==> config.mk <==
export PLATFORM = sky130hd
export DESIGN_NAME = gdc_ctrl
export DESIGN_NICKNAME = d
export VERILOG_FILES = /design/src/core/gdc_pkg.sv /design/src/core/gdc_ctrl.sv /design/src/core/gdc_deb.sv
export SDC_FILE = /design/constraint.sdc
export NUM_CORES = 1
export LEC_CHECK = 0
export BUFFER_PORTS_ARGS = -buffer_cell sky130_fd_sc_hd__buf_2
export CAP_MARGIN = 20
export CELL_PAD_IN_SITES_DETAIL_PLACEMENT = 1
export CELL_PAD_IN_SITES_GLOBAL_PLACEMENT = 1
export CORE_MARGIN = 8
export CORE_UTILIZATION = 44
export DETAILED_ROUTE_END_ITERATION = 6
export GPL_ROUTABILITY_DRIVEN = 0
export PLACE_DENSITY = 0.92
export RECOVER_POWER = 25
export SLEW_MARGIN = 40
export SYNTH_ARGS = -nofsm -noshare
export SYNTH_HDL_FRONTEND = slang
export SYNTH_HIERARCHICAL = 1
export SYNTH_SLANG_ARGS = --single-unit
export TNS_END_PERCENT = 1
==> constraint.sdc <==
create_clock -name aclk -period 3.8 [get_ports aclk]
set_input_delay 1.14 -clock aclk [delete_from_list [all_inputs] [get_ports aclk]]
set_output_delay 1.14 -clock aclk [all_outputs]
set_load 0.01 [all_outputs]
==> src/core/gdc_pkg.sv <==
package gdc_pkg;

    // Clock and time bases
    localparam int CLK_PERIOD_NS = 25;
    localparam int SEC_NS        = 1_000_000_000;
    localparam int CYC_PER_SEC   = SEC_NS / CLK_PERIOD_NS;
    localparam int SEC_PER_MIN   = 60;
    // Debounce settle time, a least time so it rounds up
    localparam int DEB_TIME_US   = 1000;
    localparam int DEB_CYC       = (DEB_TIME_US * 1000 + CLK_PERIOD_NS - 1) / CLK_PERIOD_NS;

    // Counter widths
    localparam int PRE_W = 26;
    localparam int SEC_W = 10;
    localparam int DEB_W = 16;

    // Degas length in minutes
    localparam logic [3:0] DG_MIN_LO  = 4'h2;
    localparam logic [3:0] DG_MIN_HI  = 4'hA;
    localparam logic [3:0] DG_MIN_RST = 4'hA;

    // Register byte offsets
    localparam logic [3:0] OFS_CTRL  = 4'h0;
    localparam logic [3:0] OFS_STAT  = 4'h4;
    localparam logic [3:0] OFS_DTIME = 4'h8;

    // Control bits
    localparam int CTRL_FIL     = 0;
    localparam int CTRL_EMIS    = 1;
    localparam int CTRL_DG_GO   = 2;
    localparam int CTRL_DG_STOP = 3;

    // Status bits
    localparam int STAT_FIL      = 0;
    localparam int STAT_EMIS     = 1;
    localparam int STAT_DG       = 2;
    localparam int STAT_PIN_LSB  = 4;
    localparam int STAT_SECS_LSB = 16;

    // AXI responses
    localparam logic [1:0] RESP_OKAY   = 2'h0;
    localparam logic [1:0] RESP_SLVERR = 2'h2;

    // Ground-closure pins, index into the synchroniser bank
    localparam int NPIN      = 5;
    localparam int PIN_SENS  = 0;
    localparam int PIN_DG    = 1;
    localparam int PIN_EMIS  = 2;
    localparam int PIN_DGST  = 3;
    localparam int PIN_SNST  = 4;

    typedef enum logic {
        DG_IDLE,
        DG_RUN
    } gdc_dg_t;

    typedef enum logic [1:0] {
        SEL_CTRL,
        SEL_STAT,
        SEL_DTIME,
        SEL_NONE
    } gdc_sel_t;

    typedef struct packed {
        logic             s1;
        logic             s2;
        logic             s3;
        logic             lvl;
        logic             rise;
        logic [DEB_W-1:0] cnt;
    } gdc_deb_t;

    typedef struct packed {
        gdc_dg_t          dg;
        logic [PRE_W-1:0] pre;
        logic [SEC_W-1:0] secs;
        logic             fil_cmd;
        logic             emis_cmd;
        logic             fil_on;
        logic             emis_hi;
        logic [3:0]       minutes;
        logic             aw_got;
        logic [3:0]       aw_addr;
        logic             w_got;
        logic [31:0]      wdata;
        logic [3:0]       wstrb;
        logic             bvalid;
        logic [1:0]       bresp;
        logic             rvalid;
        logic [31:0]      rdata;
        logic [1:0]       rresp;
    } gdc_st_t;

endpackage

==> src/core/gdc_ctrl.sv <==
// Function
// - The filament is on and the sensor active for as long as the sensor input is grounded.
// - Releasing the sensor input turns the filament off when that input alone held it on.
// - A grounding edge on the degas input is taken as a degas start request.
// - A started degas runs its configured two to ten minutes whatever the degas input does.
// - A new degas start from the degas input needs that input released and grounded again.
// - A grounded emission input or a set emission command selects 4 mA, otherwise 100 uA is selected.
// - The degas status transistor conducts exactly while degas is active.
// - The sensor status transistor conducts exactly while the filament is on.
// - Filament, emission and degas are also commanded by serial registers and panel keys.
// - After power-up the filament stays off until an activation request arrives.
`timescale 1ns/100ps
module gdc_ctrl #(
    parameter int CYC_PER_SEC = gdc_pkg::CYC_PER_SEC,
    parameter int DEB_CYC     = gdc_pkg::DEB_CYC
) (
    input  wire logic        aclk,
    input  wire logic        aresetn,
    input  wire logic [3:0]  s_axi_awaddr,
    input  wire logic [2:0]  s_axi_awprot,
    input  wire logic        s_axi_awvalid,
    output logic             s_axi_awready,
    input  wire logic [31:0] s_axi_wdata,
    input  wire logic [3:0]  s_axi_wstrb,
    input  wire logic        s_axi_wvalid,
    output logic             s_axi_wready,
    output logic [1:0]       s_axi_bresp,
    output logic             s_axi_bvalid,
    input  wire logic        s_axi_bready,
    input  wire logic [3:0]  s_axi_araddr,
    input  wire logic [2:0]  s_axi_arprot,
    input  wire logic        s_axi_arvalid,
    output logic             s_axi_arready,
    output logic [31:0]      s_axi_rdata,
    output logic [1:0]       s_axi_rresp,
    output logic             s_axi_rvalid,
    input  wire logic        s_axi_rready,
    input  wire logic        sensor_on_n,
    input  wire logic        degas_req_n,
    input  wire logic        emis_sel_n,
    input  wire logic        panel_fil_tgl,
    input  wire logic        panel_emis_tgl,
    input  wire logic        panel_degas_tgl,
    output logic             ion_gauge_filament,
    output logic             emis_high,
    output logic             degas_active,
    input  wire logic        degas_stat_i,
    output logic             degas_stat_o,
    output logic             degas_stat_oe,
    input  wire logic        sensor_stat_i,
    output logic             sensor_stat_o,
    output logic             sensor_stat_oe
);

    gdc_pkg::gdc_st_t st_r;
    gdc_pkg::gdc_st_t st_nxt;

    logic [gdc_pkg::NPIN-1:0] pins_n;
    logic [gdc_pkg::NPIN-1:0] gnd;
    logic [gdc_pkg::NPIN-1:0] gnd_rise;
    logic                     sw_go;
    logic                     sw_stop;
    logic                     dg_go;
    logic                     dg_stop;
    logic                     sec_tick;
    gdc_pkg::gdc_sel_t        wsel;

    if (CYC_PER_SEC < 2 || CYC_PER_SEC > 2 ** gdc_pkg::PRE_W) begin : g_bad_sec
        $error("gdc_ctrl: CYC_PER_SEC out of range");
    end

    function automatic gdc_pkg::gdc_sel_t reg_sel(input logic [3:0] addr);
        unique case (addr)
            gdc_pkg::OFS_CTRL:  reg_sel = gdc_pkg::SEL_CTRL;
            gdc_pkg::OFS_STAT:  reg_sel = gdc_pkg::SEL_STAT;
            gdc_pkg::OFS_DTIME: reg_sel = gdc_pkg::SEL_DTIME;
            default:            reg_sel = gdc_pkg::SEL_NONE;
        endcase
    endfunction

    function automatic logic [3:0] clamp_min(input logic [3:0] v);
        if (v < gdc_pkg::DG_MIN_LO) begin
            clamp_min = gdc_pkg::DG_MIN_LO;
        end else if (v > gdc_pkg::DG_MIN_HI) begin
            clamp_min = gdc_pkg::DG_MIN_HI;
        end else begin
            clamp_min = v;
        end
    endfunction

    assign pins_n = {sensor_stat_i, degas_stat_i, emis_sel_n, degas_req_n, sensor_on_n};

    for (genvar i = 0; i < gdc_pkg::NPIN; i++) begin : g_pin
        gdc_deb #(
            .DEB_CYC(DEB_CYC)
        ) u_deb (
            .aclk         (aclk),
            .aresetn      (aresetn),
            .pin_n        (pins_n[i]),
            .grounded     (gnd[i]),
            .grounded_rise(gnd_rise[i])
        );
    end

    assign s_axi_awready = !st_r.aw_got && !st_r.bvalid;
    assign s_axi_wready  = !st_r.w_got && !st_r.bvalid;
    assign s_axi_arready = !st_r.rvalid;
    assign wsel          = reg_sel(st_r.aw_addr);
    assign sec_tick      = st_r.pre == gdc_pkg::PRE_W'(CYC_PER_SEC - 1);

    always_comb begin
        st_nxt  = st_r;
        sw_go   = 1'b0;
        sw_stop = 1'b0;
        if (s_axi_awvalid && s_axi_awready) begin
            st_nxt.aw_got  = 1'b1;
            st_nxt.aw_addr = s_axi_awaddr;
        end
        if (s_axi_wvalid && s_axi_wready) begin
            st_nxt.w_got = 1'b1;
            st_nxt.wdata = s_axi_wdata;
            st_nxt.wstrb = s_axi_wstrb;
        end
        if (st_r.bvalid && s_axi_bready) begin
            st_nxt.bvalid = 1'b0;
        end
        // Address and data may arrive in either order
        if (st_r.aw_got && st_r.w_got && !st_r.bvalid) begin
            st_nxt.aw_got = 1'b0;
            st_nxt.w_got  = 1'b0;
            st_nxt.bvalid = 1'b1;
            st_nxt.bresp  = (wsel == gdc_pkg::SEL_NONE) ? gdc_pkg::RESP_SLVERR
                                                        : gdc_pkg::RESP_OKAY;
            if (st_r.wstrb[0]) begin
                unique case (wsel)
                    gdc_pkg::SEL_CTRL: begin
                        st_nxt.fil_cmd  = st_r.wdata[gdc_pkg::CTRL_FIL];
                        st_nxt.emis_cmd = st_r.wdata[gdc_pkg::CTRL_EMIS];
                        sw_go           = st_r.wdata[gdc_pkg::CTRL_DG_GO];
                        sw_stop         = st_r.wdata[gdc_pkg::CTRL_DG_STOP];
                    end
                    // Out-of-range minutes clamp rather than fault
                    gdc_pkg::SEL_DTIME: st_nxt.minutes = clamp_min(st_r.wdata[3:0]);
                    gdc_pkg::SEL_STAT,
                    gdc_pkg::SEL_NONE: ;
                endcase
            end
        end
        if (s_axi_arvalid && s_axi_arready) begin
            st_nxt.rvalid = 1'b1;
            st_nxt.rdata  = '0;
            st_nxt.rresp  = gdc_pkg::RESP_OKAY;
            unique case (reg_sel(s_axi_araddr))
                gdc_pkg::SEL_CTRL: begin
                    st_nxt.rdata[gdc_pkg::CTRL_FIL]  = st_r.fil_cmd;
                    st_nxt.rdata[gdc_pkg::CTRL_EMIS] = st_r.emis_cmd;
                end
                gdc_pkg::SEL_STAT: begin
                    st_nxt.rdata[gdc_pkg::STAT_FIL]  = st_r.fil_on;
                    st_nxt.rdata[gdc_pkg::STAT_EMIS] = st_r.emis_hi;
                    st_nxt.rdata[gdc_pkg::STAT_DG]   = st_r.dg == gdc_pkg::DG_RUN;
                    st_nxt.rdata[gdc_pkg::STAT_PIN_LSB +: gdc_pkg::NPIN] = gnd;
                    st_nxt.rdata[gdc_pkg::STAT_SECS_LSB +: gdc_pkg::SEC_W] = st_r.secs;
                end
                gdc_pkg::SEL_DTIME: st_nxt.rdata[3:0] = st_r.minutes;
                gdc_pkg::SEL_NONE:  st_nxt.rresp = gdc_pkg::RESP_SLVERR;
            endcase
        end else if (st_r.rvalid && s_axi_rready) begin
            st_nxt.rvalid = 1'b0;
        end
        if (panel_fil_tgl) begin
            st_nxt.fil_cmd = ~st_nxt.fil_cmd;
        end
        if (panel_emis_tgl) begin
            st_nxt.emis_cmd = ~st_nxt.emis_cmd;
        end
        st_nxt.fil_on  = gnd[gdc_pkg::PIN_SENS] | st_nxt.fil_cmd;
        st_nxt.emis_hi = gnd[gdc_pkg::PIN_EMIS] | st_nxt.emis_cmd;
        // held pin gives no second edge
        dg_go   = gnd_rise[gdc_pkg::PIN_DG] | sw_go |
                  (panel_degas_tgl && st_r.dg == gdc_pkg::DG_IDLE);
        dg_stop = sw_stop | (panel_degas_tgl && st_r.dg == gdc_pkg::DG_RUN);
        unique case (st_r.dg)
            gdc_pkg::DG_IDLE: begin
                if (dg_go) begin
                    st_nxt.dg   = gdc_pkg::DG_RUN;
                    st_nxt.secs = gdc_pkg::SEC_W'(st_r.minutes * gdc_pkg::SEC_PER_MIN);
                    st_nxt.pre  = '0;
                end
            end
            gdc_pkg::DG_RUN: begin
                // runs to term unless stopped by command
                if (dg_stop) begin
                    st_nxt.dg   = gdc_pkg::DG_IDLE;
                    st_nxt.secs = '0;
                end else if (sec_tick) begin
                    st_nxt.pre = '0;
                    if (st_r.secs <= gdc_pkg::SEC_W'(1)) begin
                        st_nxt.dg   = gdc_pkg::DG_IDLE;
                        st_nxt.secs = '0;
                    end else begin
                        st_nxt.secs = st_r.secs - 1'b1;
                    end
                end else begin
                    st_nxt.pre = st_r.pre + 1'b1;
                end
            end
        endcase
    end

    always_ff @(posedge aclk) begin
        if (!aresetn) begin
            st_r         <= '0;
            st_r.dg      <= gdc_pkg::DG_IDLE;
            st_r.minutes <= gdc_pkg::DG_MIN_RST;
        end else begin
            st_r <= st_nxt;
        end
    end

    assign s_axi_bvalid       = st_r.bvalid;
    assign s_axi_bresp        = st_r.bresp;
    assign s_axi_rvalid       = st_r.rvalid;
    assign s_axi_rdata        = st_r.rdata;
    assign s_axi_rresp        = st_r.rresp;
    assign ion_gauge_filament = st_r.fil_on;
    assign emis_high          = st_r.emis_hi;
    assign degas_active       = st_r.dg == gdc_pkg::DG_RUN;
    // Open collector: only ever pulls low
    assign degas_stat_o       = 1'b0;
    assign sensor_stat_o      = 1'b0;
    assign degas_stat_oe      = st_r.dg == gdc_pkg::DG_RUN;
    assign sensor_stat_oe     = st_r.fil_on;
endmodule // gdc_ctrl

==> src/core/gdc_deb.sv <==
`timescale 1ns/100ps
module gdc_deb #(
    parameter int DEB_CYC = gdc_pkg::DEB_CYC
) (
    input  wire logic aclk,
    input  wire logic aresetn,
    input  wire logic pin_n,
    output logic      grounded,
    output logic      grounded_rise
);

    gdc_pkg::gdc_deb_t st_r;
    gdc_pkg::gdc_deb_t st_nxt;

    if (DEB_CYC < 1 || DEB_CYC >= 2 ** gdc_pkg::DEB_W) begin : g_bad_deb
        $error("gdc_deb: DEB_CYC out of range");
    end

    always_comb begin
        st_nxt      = st_r;
        st_nxt.s1   = pin_n;
        st_nxt.s2   = st_r.s1;
        st_nxt.s3   = st_r.s2;
        st_nxt.rise = 1'b0;
        if (st_r.s2 == st_r.s3 && st_r.s3 == st_r.lvl) begin
            if (st_r.cnt == gdc_pkg::DEB_W'(DEB_CYC - 1)) begin
                st_nxt.cnt  = '0;
                st_nxt.lvl  = ~st_r.s3;
                st_nxt.rise = ~st_r.s3;
            end else begin
                st_nxt.cnt = st_r.cnt + 1'b1;
            end
        end else begin
            st_nxt.cnt = '0;
        end
    end

    always_ff @(posedge aclk) begin
        if (!aresetn) begin
            st_r <= '{s1: 1'b1, s2: 1'b1, s3: 1'b1, lvl: 1'b0, rise: 1'b0, cnt: '0};
        end else begin
            st_r <= st_nxt;
        end
    end

    // Stored lvl is the grounded state, active high
    assign grounded      = st_r.lvl;
    assign grounded_rise = st_r.rise;
endmodule // gdc_deb

After elaboration in Yosys (flattened, before gate mapping)
Cells that the tools add are included.

Logic and storage cells: 180. Output and inout bits: 48. Bits in registers: 182. Input port bits: 65.

$add $sub $neg: 7. Muxes and demuxes: 37. Bitwise operators: 19. $mul: 1. Equal/unequal tests: 28. Order comparisons: 3. Reduce and logical (&&, ||, !) cells: 41.

Operators by type and width (number): 16-bit by 1-bit adder with 16-bit output (second input constant) (5); 16-bit == test (second input constant) (5); 37-bit one-hot mux with 2 select lines (1); 26-bit 2-to-1 mux (2); 10-bit 2-to-1 mux (4); 37-bit 2-to-1 mux (1); 26-bit by 1-bit adder with 26-bit output (second input constant) (1); 26-bit == test (second input constant) (1); 2-bit one-hot mux with 3 select lines (3); 1-bit logical AND (16); 1-bit 2-to-1 mux (15); 3-bit OR reduction (5); 1-bit NOT (14); 2-bit AND reduction (7); 2-bit 2-to-1 mux (6); 1-bit == test (10); 10-bit by 1-bit less-or-equal comparator with 1-bit output (second input constant) (1); 10-bit by 1-bit subtractor with 10-bit output (second input constant) (1); 2-bit == test (second input constant) (4); 4-bit by 3-bit == test with 1-bit output (second input constant) (2); 4-bit == test (second input constant) (2); 4-bit logical NOT (2); 4-bit by 4-bit multiplier with 8-bit output (second input constant) (1); 4-bit 2-to-1 mux (2); 14 further kinds (25).

Depth between registers and ports, before layout
Gate-level depths: netlist (run 1).

Depth after elaboration: 10. Mapped depth: 11. Depth with buffers taken out: 11.

Modules after synthesis
Netlist (run 1), hierarchy kept.

Modules (own cells, without submodules): gdc_ctrl (cells an instance 532, instances 1, sequential area each 1581.5 um2, area each 4516.8 um2); gdc_deb (cells an instance 98, instances 5, sequential area each 420.4 um2, area each 888.4 um2).

Worst setup path before layout (run 1)
OpenSTA, ideal clock, no wires.

Path kind: register to register. From: register, netlist name st_r[80]. To: register, netlist name st_r[97]. Setup time: 0.074 ns. Arrival time: 2.607 ns. Buffers on the path: 0. Data required time: 3.726 ns. Clock period less this slack: 2.681 ns. Stages on the path, launching flop included: 12. Path slack: 1.119 ns. Cell sequence: dfxtp_1 > fa_1 > inv_1 > fa_1 > inv_1 > ha_1 > a211oi_1 > o21bai_1 > a21oi_1 > xnor2_1 > nand2_1 > a31oi_1.

==> impl_metrics.toml, run 1 <==
[setup_path]
crit_fanout = 5
required_ns = 4.14
worstPathArrival_ns = 3.45
rrSetupSlack_ns = 0.69
crit_end = "st_r[97]$_SDFFE_PN0P_"
worst-path-buf-inv = 2
crit_type = "flop to flop"
crit_chain = "fa_1, inv_1, fa_1, inv_1, ha_1, a211oi_1, o21bai_1, a21oi_1, xnor2_1, nand2_1, a31oi_1"
timing.rr.end = "st_r[97]$_SDFFE_PN0P_"
critPathMaxStageDelay_ns = 0.62
r2r_cells = 11
critPathTopFamily = "adder cells"
crit_start = "st_r[80]$_SDFFE_PN0P_"
cp-start-kind = "flop"
critical_path.endpoint_type = "flop"
r2r_start = "st_r[80]$_SDFFE_PN0P_"
worst_path_max_delay_cell = "fa_1"
path_depth = 11

[cells_and_area]
nets = 1133
syn_to_final_growth_pct = 10.0
stdcell_count = 1324
fillers = 2398
n_antenna_cell = 0
drive_above_1_share = 0.126

[grt]
grt_pass1_vias = 7956
antenna_found_initial = 1
overflow = 0
grt_pass1_wl_mm = 39.1
grt_max_degree = 59
grt_use_total = 0.195

[routing]
wl_per_cell_microns = 17.8
highest_layer = "met5"
drc = 0
viasPerCell = 5.64
drt-initial-drc-count = 424
routed_wl_mm = 23.6
wl_met1_mm = 10.1
vias = 7470
route.met3.wl_microns = 888
dr.pass1.iters = 5
ant_nets = 0
wl_met2_mm = 12.0

[floorplan]
dieHeight_microns = 158
coreArea_sq_um = 20000
start_util = 0.443
fp.dieW_microns = 158
die-area_sq_um = 24900
row_count = 52
io_pins = 113

[yosys]
yosys_warnings = 6
post_synth.cell_area_avg_sq_um = 8.73
netlist_area_sq_um = 8850
syn_inst = 1014

[clock_network]
h-tree-depth = 4
cts.sinks = 180
cts-root-buf = "clkbuf_16"
cts_resized = 0
tritoncts = "done"
cts_made_buffers = 17
cts_hold_buf = 0
path_clk_slew_ns = 0.07
clk_latency_ns = 0.44
post_cts_buffers = 0
clockBufferDepth = 2

[place]
dpl.cell_count = 1292
dpl_worst_slack_ns = 0.826
dpl.hpwl_mm = 16.0
port_buffers = 58

[sta]
max_freq_mhz = 321
fin_setup_tns_ns = 0
max_slew_margin = 0.0650
rsz0062_at_grt = "no"
period_minus_slack_ns = 3.11
final-max-slew-violation-count = 0
setup_slack_ns = 0.688
worstMarginPinSlew_ns = 1.40
whs_ns = 0.416
setup_violations = 0
hold_viol = 0
fin_crit_sh = 0.819
finClkSkew_ns = 0.0110

[status]
outcome = "completed"

[pwr]
cellPowerDensity_nw_per_um2 = 417
power_leakage_uw = 0.00331
power_uw = 4070
irDropWorstVdd_uv = 381

[worst_hold_path]
hp-class = "flop to flop"

[run]
drv_cap = 0
## flip-flops by register name (all words and copies together), names as in the netlist
signal and cells:
g_pin.u_deb/st_nxt 10, s_axi_rdata 19, s_axi_rvalid 1, s_axi_rresp 1
s_axi_bresp 1, g_pin.u_deb/grounded 5, s_axi_bvalid 1, degas_active 1
ion_gauge_filament 1, g_pin.u_deb/grounded_rise 1, g_pin.u_deb/st_r 85, emis_high 1
st_r 53
## report_power, final
part           switching [uW]  internal, uW
clock                     827          1020
combinational             173          93.6
sequential               37.8          1920
## worst min path at each step
| stage | from | endpoint | slack (ns) | cells after the start |
|---|---|---|---|---|
| 3_5_place_dp | g_pin[1].u_deb/st_nxt[19]$_SDFF_PN1_ | g_pin[1].u_deb/st_nxt[18]$_SDFF_PN1_ | 0.40 | 1 |
| 6_report | g_pin[1].u_deb/st_nxt[19]$_SDFF_PN1_ | g_pin[1].u_deb/st_nxt[18]$_SDFF_PN1_ | 0.42 | 1 |
| 5_1_grt | g_pin[1].u_deb/st_nxt[19]$_SDFF_PN1_ | g_pin[1].u_deb/st_nxt[18]$_SDFF_PN1_ | 0.43 | 1 |
| 3_3_place_gp | g_pin[1].u_deb/st_nxt[19]$_SDFF_PN1_ | g_pin[1].u_deb/st_nxt[18]$_SDFF_PN1_ | 0.39 | 1 |
| 4_1_cts | g_pin[1].u_deb/st_nxt[19]$_SDFF_PN1_ | g_pin[1].u_deb/st_nxt[18]$_SDFF_PN1_ | 0.42 | 1 |
| 2_1_floorplan | g_pin[0].u_deb/st_nxt[19]$_SDFF_PN1_ | g_pin[0].u_deb/st_nxt[18]$_SDFF_PN1_ | 0.39 | 1 |
## layout by cell type (no fill, tap or decap), types with 22 or more instances in the layout
cell type,count
ha_1,22
nand4_1,33
nand2b_1,23
dfxtp_1,180
xnor2_1,60
nor2_1,144
nand3_1,53
buf_2,54
inv_1,43
nand2_1,51
a21oi_1,52
nor3_1,39
## layout make-up
cell class	count	area, sq um	area share
Clock buffer	18	439	0.0451
Clock inverter	14	185	0.0190
Inverter	44	165	0.0170
Multi-Input combinational cell	731	4660	0.478
Sequential cell	180	3600	0.370
Tap cell	270	338	0.0347
Timing Repair Buffer	67	350	0.0360
## worst reg2reg max path, stage by stage, from the launching register on
cell and delay, ns:
dfxtp_1 0.40, fa_1 0.63, inv_1 0.07, fa_1 0.53
inv_1 0.06, ha_1 0.29, a211oi_1 0.35, o21bai_1 0.14
a21oi_1 0.19, xnor2_1 0.16, nand2_1 0.08, a31oi_1 0.12
## metal layers
layer / GRT usage / vias to the layer above
met5: 0 / -
met4: 0.0734 / 2
met3: 0.0426 / 44
met2: 0.352 / 128
met1: 0.221 / 3704
li1: - / 3592
## through the flow
step	instance area [sq um]	util
detailed placement	9160	0.458
global placement	9160	0.458
global route	9740	0.488
floorplan	8910	-
finish	9740	0.488
CTS	9780	0.490
No activity file was read; power rests on OpenSTA's default activity.
==> run 2, diff against run 1 <==
--- a/config.mk
+++ b/config.mk
@@ -5,15 +5,16 @@
 export SDC_FILE = /design/constraint.sdc
 export NUM_CORES = 1
 export LEC_CHECK = 0
+export ABC_AREA = 1
 export BUFFER_PORTS_ARGS = -buffer_cell sky130_fd_sc_hd__buf_2
 export CAP_MARGIN = 20
 export CELL_PAD_IN_SITES_DETAIL_PLACEMENT = 1
 export CELL_PAD_IN_SITES_GLOBAL_PLACEMENT = 1
 export CORE_MARGIN = 8
-export CORE_UTILIZATION = 44
+export CORE_UTILIZATION = 43
 export DETAILED_ROUTE_END_ITERATION = 6
 export GPL_ROUTABILITY_DRIVEN = 0
-export PLACE_DENSITY = 0.92
+export PLACE_DENSITY = 0.93
 export RECOVER_POWER = 25
 export SLEW_MARGIN = 40
 export SYNTH_ARGS = -nofsm -noshare
==> constraint.sdc (replaced) <==
create_clock -name aclk -period 3.1 [get_ports aclk]
set_input_delay 0.93 -clock aclk [delete_from_list [all_inputs] [get_ports aclk]]
set_output_delay 0.93 -clock aclk [all_outputs]
set_load 0.01 [all_outputs]
==> impl_metrics.toml, run 2 <==
[clock_network]
cts_made_buffers = 17
cts-root-buf = "clkbuf_16"
cts.sinks = 180
clk_latency_ns = 0.45
tritoncts = "done"
cts_hold_buf = 0
h-tree-depth = 4
path_clk_slew_ns = 0.07
clockBufferDepth = 2
post_cts_buffers = 0
cts_resized = 0

[worst_hold_path]
hp-class = "flop to flop"

[cells_and_area]
syn_to_final_growth_pct = 8.90
nets = 1565
drive_above_1_share = 0.143
largest_reg_flops = 85
layout_commonest_cell = "nand2_1"
n_antenna_cell = 0
regMostFlops = "g_pin.u_deb/st_r"
final_cell_mix = "336 x nand2_1, 198 x nor2_1, 180 x dfxtp_1"

[place]
dpl_worst_slack_ns = 0.320
port_buffers = 58
dpl.hpwl_mm = 19.7

[grt]
grt_pass1_vias = 9713
grt_use_total = 0.196
grt_pass1_wl_mm = 46.1
antenna_found_initial = 1
grt_max_degree = 48
overflow = 0

[setup_path]
crit_fanout = 5
critPathTopFamily = "adder cells"
critPathMaxStageDelay_ns = 0.52
critical_path.endpoint_type = "flop"
crit_top_cell = "nand2_1"
worst-path-buf-inv = 3
required_ns = 3.44
crit_type = "flop to flop"
crit_chain = "inv_1, fa_1, inv_1, ha_1, ha_1, nand2_1, nand2_1, inv_1, nand2_1, or2_2, nand4_1, nand2_1, nor2_1, nor2_1"
worstPathArrival_ns = 3.21
worst_path_max_delay_cell = "fa_1"
cp-start-kind = "flop"

[routing]
ant_nets = 0
drt-initial-drc-count = 394
routed_wl_mm = 27.3
dr.pass1.iters = 4
viasPerCell = 5.07
wl_per_cell_microns = 15.1
vias = 9153
drc = 0

[sta]
max_slew_margin = 0.272
final-max-slew-violation-count = 0
worstMarginPinSlew_ns = 1.09
setup_slack_ns = 0.231
fin_crit_sh = 0.925
fin_setup_tns_ns = 0
hold_viol = 0
finClkSkew_ns = 0.0136
rsz0062_at_grt = "no"
setup_violations = 0
max_freq_mhz = 349
period_minus_slack_ns = 2.87

[status]
outcome = "completed"

[floorplan]
coreArea_sq_um = 23300
dieHeight_microns = 169
fp.dieW_microns = 169
io_pins = 113
row_count = 56
die-area_sq_um = 28600
start_util = 0.433

[yosys]
netlist_area_sq_um = 10100
syn_inst = 1440
post_synth.cell_area_avg_sq_um = 6.99
yosys_warnings = 6

[pwr]
irDropWorstVdd_uv = 237
intPower_uw = 3660
seqPwrFrac = 0.476
clkPwrFrac = 0.433
swShare = 0.282
cellPowerDensity_nw_per_um2 = 464
switchingPower_uw = 1430
p_comb_frac = 0.091
power_leakage_uw = 0.00417

[run]
drv_cap = 0
run 2: worst register-to-register path, stage by stage, from the launching register on:
cell	delay [ns]
dfxtp_1	0.46
inv_1	0.16
fa_1	0.52
inv_1	0.06
ha_1	0.32
ha_1	0.39
nand2_1	0.10
nand2_1	0.07
inv_1	0.07
nand2_1	0.06
or2_2	0.27
nand4_1	0.08
nand2_1	0.06
nor2_1	0.08
nor2_1	0.04
run 2: cell type report:
cell class	instances	area, sq um
clock buffers	17	425
multi-input cells	1042	5410
inverters	170	642
fillers	3073	12300
repair buffers	62	320
flip-flops and latches	180	3600
well taps	319	399
clock inverters	15	161
run 2: per-layer routing:
metal / wire, microns / track usage
met1: 11300 / 0.215
met2: 14400 / 0.362
met3: 937 / 0.0377
met4: 625 / 0.0820
met5: 8 / 0
run 2: final timing paths:
path,from,to,slack (ns),cells past startpoint
max,st_r[82]$_SDFFE_PN0P_,st_r[95]$_SDFFE_PN0P_,0.23,14
min,g_pin[0].u_deb/st_nxt[19]$_SDFF_PN1_,g_pin[0].u_deb/st_nxt[18]$_SDFF_PN1_,0.42,1
min reg2reg,g_pin[0].u_deb/st_nxt[19]$_SDFF_PN1_,g_pin[0].u_deb/st_nxt[18]$_SDFF_PN1_,0.42,1
max reg2reg,st_r[82]$_SDFFE_PN0P_,st_r[95]$_SDFFE_PN0P_,0.23,14
run 2: power by group through the flow:
stage	clock [uW]	combinational (uW)	sequential, uW
floorplan	0	359	2460
global placement	0	437	2470
detailed placement	0	455	2470
CTS	2250	468	2420
global route	2330	521	2430
finish	2200	466	2420
run 2: stage by stage:
step / cells / hold WS [ns] / power (uW) / util / area, sq um
finish: 1805 / 0.417 / 5090 / 0.471 / 11000
global route: 1805 / 0.423 / 5280 / 0.471 / 11000
CTS: 1805 / 0.419 / 5140 / 0.472 / 11000
detailed placement: 1773 / 0.401 / 2930 / 0.447 / 10400
global placement: 1773 / 0.393 / 2910 / 0.447 / 10400
floorplan: 1456 / 0.393 / 2820 / - / 10100
